## src/verilog/iirp_map.svh

```systemverilog
`ifndef IIRP_MAP_SVH
`define IIRP_MAP_SVH

// ----------------------------------------------------------------------------
// Sizes
// ----------------------------------------------------------------------------
`define IIRP_NUM_LEVELS       4
`define IIRP_NUM_RTC          4

// ----------------------------------------------------------------------------
// Timing, clock at 250 MHz
// ----------------------------------------------------------------------------
`define IIRP_CLK_PERIOD_PS    4000
`define IIRP_RTC_MIN_PULSE_PS 50000
`define IIRP_RTC_GAP_PS       3600000
// Least times round up to whole cycles
`define IIRP_RTC_PULSE_CYC    ((`IIRP_RTC_MIN_PULSE_PS + `IIRP_CLK_PERIOD_PS - 1) / `IIRP_CLK_PERIOD_PS)
`define IIRP_RTC_GAP_CYC      ((`IIRP_RTC_GAP_PS + `IIRP_CLK_PERIOD_PS - 1) / `IIRP_CLK_PERIOD_PS)
// Request width of 2.5 logic clocks, rounded up; the +2 covers the synchroniser
`define IIRP_REQ_MIN_CYC      8'h05

// ----------------------------------------------------------------------------
// Reset values
// ----------------------------------------------------------------------------
`define IIRP_RST_LEVELS       4'h0
`define IIRP_RST_SYNC         4'hF

`endif

```

## src/verilog/iirp_pkg.sv

```systemverilog
package iirp_pkg;
   typedef logic [3:0] iirp_vec_t;
   typedef enum logic [1:0] {
      IIRP_LV_IDLE = 2'b00,
      IIRP_LV_REQ  = 2'b01,
      IIRP_LV_WAIT = 2'b10
   } iirp_host_state_t;
endpackage

```

## src/verilog/iirp_if.sv

```systemverilog
`timescale 1ns/10ps
interface iirp_if;
   logic [3:0] rtc_pulse;
   logic [3:0] level_req;
   logic [3:0] level_ack;

   modport device (
      input  rtc_pulse,
      input  level_req,
      output level_ack
   );
   modport user (
      output rtc_pulse,
      output level_req,
      input  level_ack
   );
endinterface

```

## src/verilog/iirp_user.sv

```systemverilog
`timescale 1ns/10ps
`include "iirp_map.svh"
module iirp_user
   import iirp_pkg::*;
(
   input  wire logic      clk_i,
   input  wire logic      sys_rst_i,
   iirp_if.user           bus,
   input  wire iirp_vec_t rtc_tick_i,
   input  wire iirp_vec_t level_start_i,
   output iirp_vec_t      level_busy_o,
   output iirp_vec_t      rtc_busy_o
);
   localparam int PW = `IIRP_RTC_PULSE_CYC;
   localparam int GW = `IIRP_RTC_GAP_CYC;

   iirp_vec_t ack_s1_reg, ack_s2_reg, req_reg, rtc_reg, rtc_busy_reg;
   iirp_host_state_t st_reg [4];

   always_ff @(posedge clk_i) begin
      if (sys_rst_i) begin
         ack_s1_reg <= `IIRP_RST_LEVELS;
         ack_s2_reg <= `IIRP_RST_LEVELS;
      end else begin
         ack_s1_reg <= bus.level_ack;
         ack_s2_reg <= ack_s1_reg;
      end
   end

   genvar g;
   generate
      for (g = 0; g < 4; g++) begin : g_ch
         logic [7:0]  hold_reg;
         logic [11:0] rtc_cnt_reg;
         // Low pulse of 50 ns then a gap covering service time
         always_ff @(posedge clk_i) begin
            if (sys_rst_i) begin
               rtc_reg[g]      <= 1'b1;
               rtc_busy_reg[g] <= 1'b0;
               rtc_cnt_reg     <= 12'h000;
            end else if (!rtc_busy_reg[g]) begin
               if (rtc_tick_i[g]) begin
                  rtc_reg[g]      <= 1'b0;
                  rtc_busy_reg[g] <= 1'b1;
                  rtc_cnt_reg     <= 12'h000;
               end
            end else begin
               rtc_cnt_reg <= rtc_cnt_reg + 12'h001;
               if (rtc_cnt_reg == 12'(PW - 1)) begin
                  rtc_reg[g] <= 1'b1;
               end
               if (rtc_cnt_reg == 12'(GW - 1)) begin
                  rtc_busy_reg[g] <= 1'b0;
               end
            end
         end
         // Request held a minimum width, then dropped without waiting for the response
         always_ff @(posedge clk_i) begin
            if (sys_rst_i) begin
               st_reg[g]  <= IIRP_LV_IDLE;
               req_reg[g] <= 1'b0;
               hold_reg   <= 8'h00;
            end else begin
               unique case (st_reg[g])
                  IIRP_LV_IDLE: begin
                     if (level_start_i[g] && !ack_s2_reg[g]) begin
                        req_reg[g] <= 1'b1;
                        hold_reg   <= 8'h00;
                        st_reg[g]  <= IIRP_LV_REQ;
                     end
                  end
                  IIRP_LV_REQ: begin
                     hold_reg <= hold_reg + 8'h01;
                     if (hold_reg >= `IIRP_REQ_MIN_CYC) begin
                        req_reg[g] <= 1'b0;
                        st_reg[g]  <= IIRP_LV_WAIT;
                     end
                  end
                  IIRP_LV_WAIT: begin
                     if (!ack_s2_reg[g]) begin
                        st_reg[g] <= IIRP_LV_IDLE;
                     end
                  end
                  default: begin
                     st_reg[g] <= IIRP_LV_IDLE;
                  end
               endcase
            end
         end
         assign level_busy_o[g] = (st_reg[g] != IIRP_LV_IDLE) | ack_s2_reg[g];
      end
   endgenerate

   assign bus.rtc_pulse = rtc_reg;
   assign bus.level_req = req_reg;
   assign rtc_busy_o    = rtc_busy_reg;
endmodule // iirp_user

```

## src/flat_wrapper.sv

```systemverilog
// flat-port wrapper written by rule: the top's interface ports become plain ports
module iirp_user_flat import iirp_pkg::*;
  (clk_i, sys_rst_i, rtc_tick_i, level_start_i, level_busy_o, rtc_busy_o, bus_rtc_pulse, bus_level_req, bus_level_ack);
  iirp_if bus_i ();
  input  wire logic clk_i;
  input  wire logic sys_rst_i;
  input  wire iirp_vec_t rtc_tick_i;
  input  wire iirp_vec_t level_start_i;
  output iirp_vec_t level_busy_o;
  output iirp_vec_t rtc_busy_o;
  output wire logic [$bits(bus_i.rtc_pulse)-1:0] bus_rtc_pulse;
  output wire logic [$bits(bus_i.level_req)-1:0] bus_level_req;
  input wire logic [$bits(bus_i.level_ack)-1:0] bus_level_ack;
  assign bus_rtc_pulse = bus_i.rtc_pulse;
  assign bus_level_req = bus_i.level_req;
  assign bus_i.level_ack = bus_level_ack;
  iirp_user u_core (.clk_i(clk_i), .sys_rst_i(sys_rst_i), .bus(bus_i), .rtc_tick_i(rtc_tick_i), .level_start_i(level_start_i), .level_busy_o(level_busy_o), .rtc_busy_o(rtc_busy_o));
endmodule
```

## config.mk

```make
export PLATFORM = sky130hd
export DESIGN_NAME = iirp_user_flat
export DESIGN_NICKNAME = d
export VERILOG_FILES = /design/src/verilog/iirp_pkg.sv /design/src/verilog/iirp_if.sv /design/src/verilog/iirp_user.sv /design/src/flat_wrapper.sv
export VERILOG_INCLUDE_DIRS = /design/src /design/src/verilog
export SDC_FILE = /design/constraint.sdc
export NUM_CORES = 1
export LEC_CHECK = 0
export BUFFER_PORTS_ARGS = -buffer_cell sky130_fd_sc_hd__clkbuf_2
export CORE_MARGIN = 2
export CORE_UTILIZATION = 48
export CTS_CLUSTER_DIAMETER = 200
export DETAILED_ROUTE_END_ITERATION = 16
export MAX_ROUTING_LAYER = met4
export PLACE_DENSITY = 0.66
export SYNTH_ARGS = -nofsm -noshare
export SYNTH_HDL_FRONTEND = slang
export SYNTH_SLANG_ARGS = --single-unit
```

## constraint.sdc

```tcl
create_clock -name clk_i -period 3.25 [get_ports clk_i]
set_input_delay 0.65 -clock clk_i [delete_from_list [all_inputs] [get_ports clk_i]]
set_output_delay 0.65 -clock clk_i [all_outputs]
set_load 0.01 [all_outputs]
```

[Word-level counts from Yosys, hierarchy flattened]
Memory sizes are Yosys's and may differ from the RTL's.
Cells that the tools add are included.
Word-level totals
  memories kept: 1
  output and inout bits: 16
  input port bits: 14
  register bits after elaboration: 100
  bits in writable memories: 8
Cells by class
  order comparisons: 4
  reductions and logical operators: 40
  mux-type cells: 130
  bitwise logic cells: 20
  eq/ne operators: 28
  add/subtract/negate cells: 8
Memory list
  u_core.st_reg: depth 4, bits a word 2, rd ports 4, clocked after memory_dff 0, wr ports 4, line iirp_user.sv:18  | iirp_host_state_t st_reg [4];
Operator list (number)
  two-way mux 12 bit: 8
  two-way mux 1 bit: 94
  one-hot mux 8 bit (2 select lines): 4
  adder 12 x 1 -> 12 bit (second input constant): 4
  equality test 12 x 10 -> 1 bit (second input constant): 4
  equality test 12 x 4 -> 1 bit (second input constant): 4
  adder 8 x 1 -> 8 bit (second input constant): 4
  greater-or-equal comparator 8 x 3 -> 1 bit (second input constant): 4
  two-way mux 2 bit: 16
  two-way mux 8 bit: 4
  nonzero test 2 bit: 12
  OR 1 bit: 20
  inequality test 2 x 1 -> 1 bit (second input constant): 8
  AND reduction 2 bit: 8
  AND reduction 3 bit: 4
  OR reduction 3 bit: 4
  equality test 2 x 1 -> 1 bit (second input constant): 4
  equality test 2 bit (second input constant): 4
  zero test 2 bit: 4
  inequality test 2 bit (second input constant): 4
  one-hot mux 1 bit (2 select lines): 4
  logical AND 1 bit: 4
  zero test 1 bit: 4

[Logic depth before layout (Yosys ltp)]
  depth after elaboration: 10
  mapped depth: 5
  gate-level depth less buffers: 5

[Least setup slack after synthesis]
No wires, ideal clock.
  path type: input port to flip-flop
  start: in sys_rst_i
  end: mem u_core.st_reg[1][3] (netlist name), data pin
  required time: 2980 ps
  setup time: 270 ps
  data arrival time: 1514 ps
  stages on the path: 4
  setup slack: 1466 ps
  cells stage by stage: clkbuf_1 clkbuf_1 buf_1 nor3_1
RTL lines
  start, declared: line flat_wrapper.sv:6  | input wire logic sys_rst_i;
  end, declared: line iirp_user.sv:18

==> key figures <==
Floorplanning
  • Die height: 110.2 um
  • Die area: 0.01215 mm^2
  • Die width: 110.2 um
  • Initial Utilization: 49.54%
  • Row count: 38
  • Top Ports: 30
  • Area of the core: 0.01094 mm^2

Synthesis
  • Top cells by area in the synthesized netlist: dfxtp_1 (37%), a21oi_1 (5.8%), ha_1 (4.6%)
  • Register area share after synthesis: 41.39%
  • Total nets after synthesis: 649
  • Synthesized flop and latch total: 108
  • Cells after synthesis: 615
  • Yosys cell types: 50
  • Synth Flop Type: dfxtp_1
  • Share of the synthesized area in the top cell type: 36.95%
  • Mapped cell area: 0.005418 mm^2
  • Post-synth EDFFs: 8
  • Synth warn: 0
  • Largest area contributor in the netlist: dfxtp_1
  • Syn Area/Cell: 8.809 um^2
  • Post-synth ARST share: 0%

STA
  • Setup Skew: 0.006932 ns
  • Crit path time final: 2.008 ns
  • Worst-margin pin slew: 0.7312 ns
  • Setup TNS Final: 0 ns
  • Final Cycle Share: 61.77%
  • Final Setup Violations: 0
  • Final Hold Violating Endpoints: 0
  • Max Slew Vio Count: 0
  • Worst slew margin: 51.20%
  • FMAX: 498.1 MHz
  • RSZ-0062 raised after global routing: no

CTS
  • Max Buffers Root-to-Sink: 2
  • Post-CTS Hold Fix Bufs: 0
  • Clock Latency Late Sink: 0.35 ns
  • Clk slew on worst S/H paths: 0.07 ns
  • # resized after CTS: 0
  • TritonCTS sink count: 108
  • Root buffer cell: clkbuf_16
  • Total CTS buffers: 9
  • CTS tree: yes
  • H-tree Lvls: 3
  • Number of post-CTS setup repair buffers: 0

Finish
  • Fin cells: 769
  • # diodes: 0
  • Leading cell type in the layout, fill and taps excluded: dfxtp_1
  • Synth-to-layout area growth: 9.169%
  • Ratio of cells with drive above 1 in the final layout: 10.49%
  • Fin nets: 658
  • Fin area: 0.005914 mm^2
  • Max FFs per register: 48
  • Leading cell types in the layout, fill and taps excluded: dfxtp_1 (100), a21oi_1 (63), nand3_1 (39)
  • Fillers: 1041

Global route
  • First-pass GRT wire length: 18450 um
  • Number of antenna violations at the first check in global routing: 0
  • Gr ovfl total: 0
  • GRT Total Usage: 19.41%
  • Vias in the first global route: 4175
  • Largest net degree at the start of global routing: 46

Detailed routing
  • Vias: 4564
  • First drt pass iteration count: 5
  • Via density: 5.935
  • Final WL: 10860 um
  • DRC Markers: 0
  • DRT iter0 DRCs: 263
  • Final ANT Viol Nets: 0
  • WL/cell: 14.12 um

Pwr
  • Clk pwr share: 38.4%
  • Overall power: 2756 uW
  • IR drop worst, VDD: 0.3475 mV
  • Internal Pwr Total: 2072 uW
  • Power per cell area: 466.0 mW/mm^2
  • Leakage: 0.002125 uW
  • Power share of the sequential group: 52.2%
  • Sw Ratio: 24.82%
  • Comb power frac: 9.4%
  • P_sw: 684.1 uW

Setup path
  • Crit path arrival time: 1.36 ns
  • CP Launch Point: u_core.st_reg[0][0]$_SDFFCE_PP0P_
  • Setup crit start kind: flip-flop
  • Peak fanout along the critical path: 7
  • Worst endpoint required time: 2.60 ns
  • Worst Setup End Kind: output port
  • R2r startpoint: u_core.g_ch[3].hold_reg[3]$_SDFFE_PP0P_
  • Crit path kind: reg2out

Min path
  • Hold Path Class: reg2reg
  • Beginning of the worst hold path: u_core.ack_s1_reg[1]$_SDFF_PP0_

Placement
  • Routability cong.: 0.7874
  • Dpl cell area: 0.005624 mm^2
  • Detailed Place HPWL: 7274 um
  • Cells after DPL: 753
  • Buffers added on ports: 29

Job
  • Number of max-cap violations: 0

Run status
  • Status: completed
-- logic make-up (layout without fill, tap and decap cells) --
kind of cell    Yosys count  in the layout  share of synthesized area [%]
simple gates            257            257                          27.44
compound gates          140            140                          17.16
buf+inv                  67             81                          4.780
flops                   108            108                          41.39
mux                      14             14                          3.164
fa+ha+maj                20             20                          4.619
xor+xnor                  9              9                          1.455
-- metal layers --
metal / share of wire [%] / wire, um / track usage (%) / up-vias
li1: - / - / - / 2309
met1: 48 / 5258 / 23.83 / 2169
met2: 46 / 5043 / 30.85 / 71
met3: 3.6 / 395 / 4.762 / 15
met4: 1.5 / 165 / 7.589 / 0
met5: 0 / 0 / - / -
-- worst paths after layout --
check                                                          to  cells past startpoint  slack (ns)
worst max-delay path                              level_busy_o[0]                      2        1.24
worst min-delay path              u_core.ack_s2_reg[1]$_SDFF_PP0_                      1        0.44
worst max register to register  u_core.st_reg[1][3]$_SDFFCE_PP0P_                      3        1.41
worst min register to register    u_core.ack_s2_reg[1]$_SDFF_PP0_                      1        0.44
-- power by group through the flow --
stage               clock, uW  sequential (uW)  combinational (uW)
floorplan                   0             1460                 190
global placement            0             1470                 253
detailed placement          0             1470                 259
CTS                      1100             1440                 261
global route             1150             1450                 295
finish                   1060             1440                 259
-- stage by stage --
step | setup WS, ns | hold slack (ns) | util (%)
floorplan | 1.466 | 0.4138 | -
global placement | 1.054 | 0.4176 | 51.43
detailed placement | 1.008 | 0.4269 | 51.43
CTS | 1.223 | 0.4491 | 54.08
global route | 1.173 | 0.4556 | 54.08
finish | 1.242 | 0.4433 | 54.08
-- cells in the mapped netlist (all sizes together) (6+ instances only) --
master    n
a211oi   14
clkbuf   22
nor2b    16
mux2i     7
inv      34
nor3b    10
o21ai     6
and3     10
or4b      7
edfxtp    8
nand3    39
buf      11
xor2      8
nor4      6
or3      15
ha       20
o311ai   15
dfxtp   100
nand4    22
or2       9
mux2      7
o211ai   10
a21oi    63
or4      23
nand2    30
o21a      9
nor3     11
a311oi    7
nor2     32
nand2b   15
-- area by class of cell --
cell class	instances	area [um^2]	share of cell area [%]
timing repair buffer	31	162.7	2.750
tap	140	175.2	2.962
inverter	34	127.6	2.158
clock inverter	3	18.77	0.3173
multi-input combinational	440	2917	49.31
clock buffer	13	271.5	4.591
sequential	108	2242	37.91
-- worst max-delay path, cell delays in order (launching register included) --
cell	delay, ns
edfxtp_1	0.47
or3_1	0.40
clkbuf_2	0.13
(Power assumes the default switching activity.)
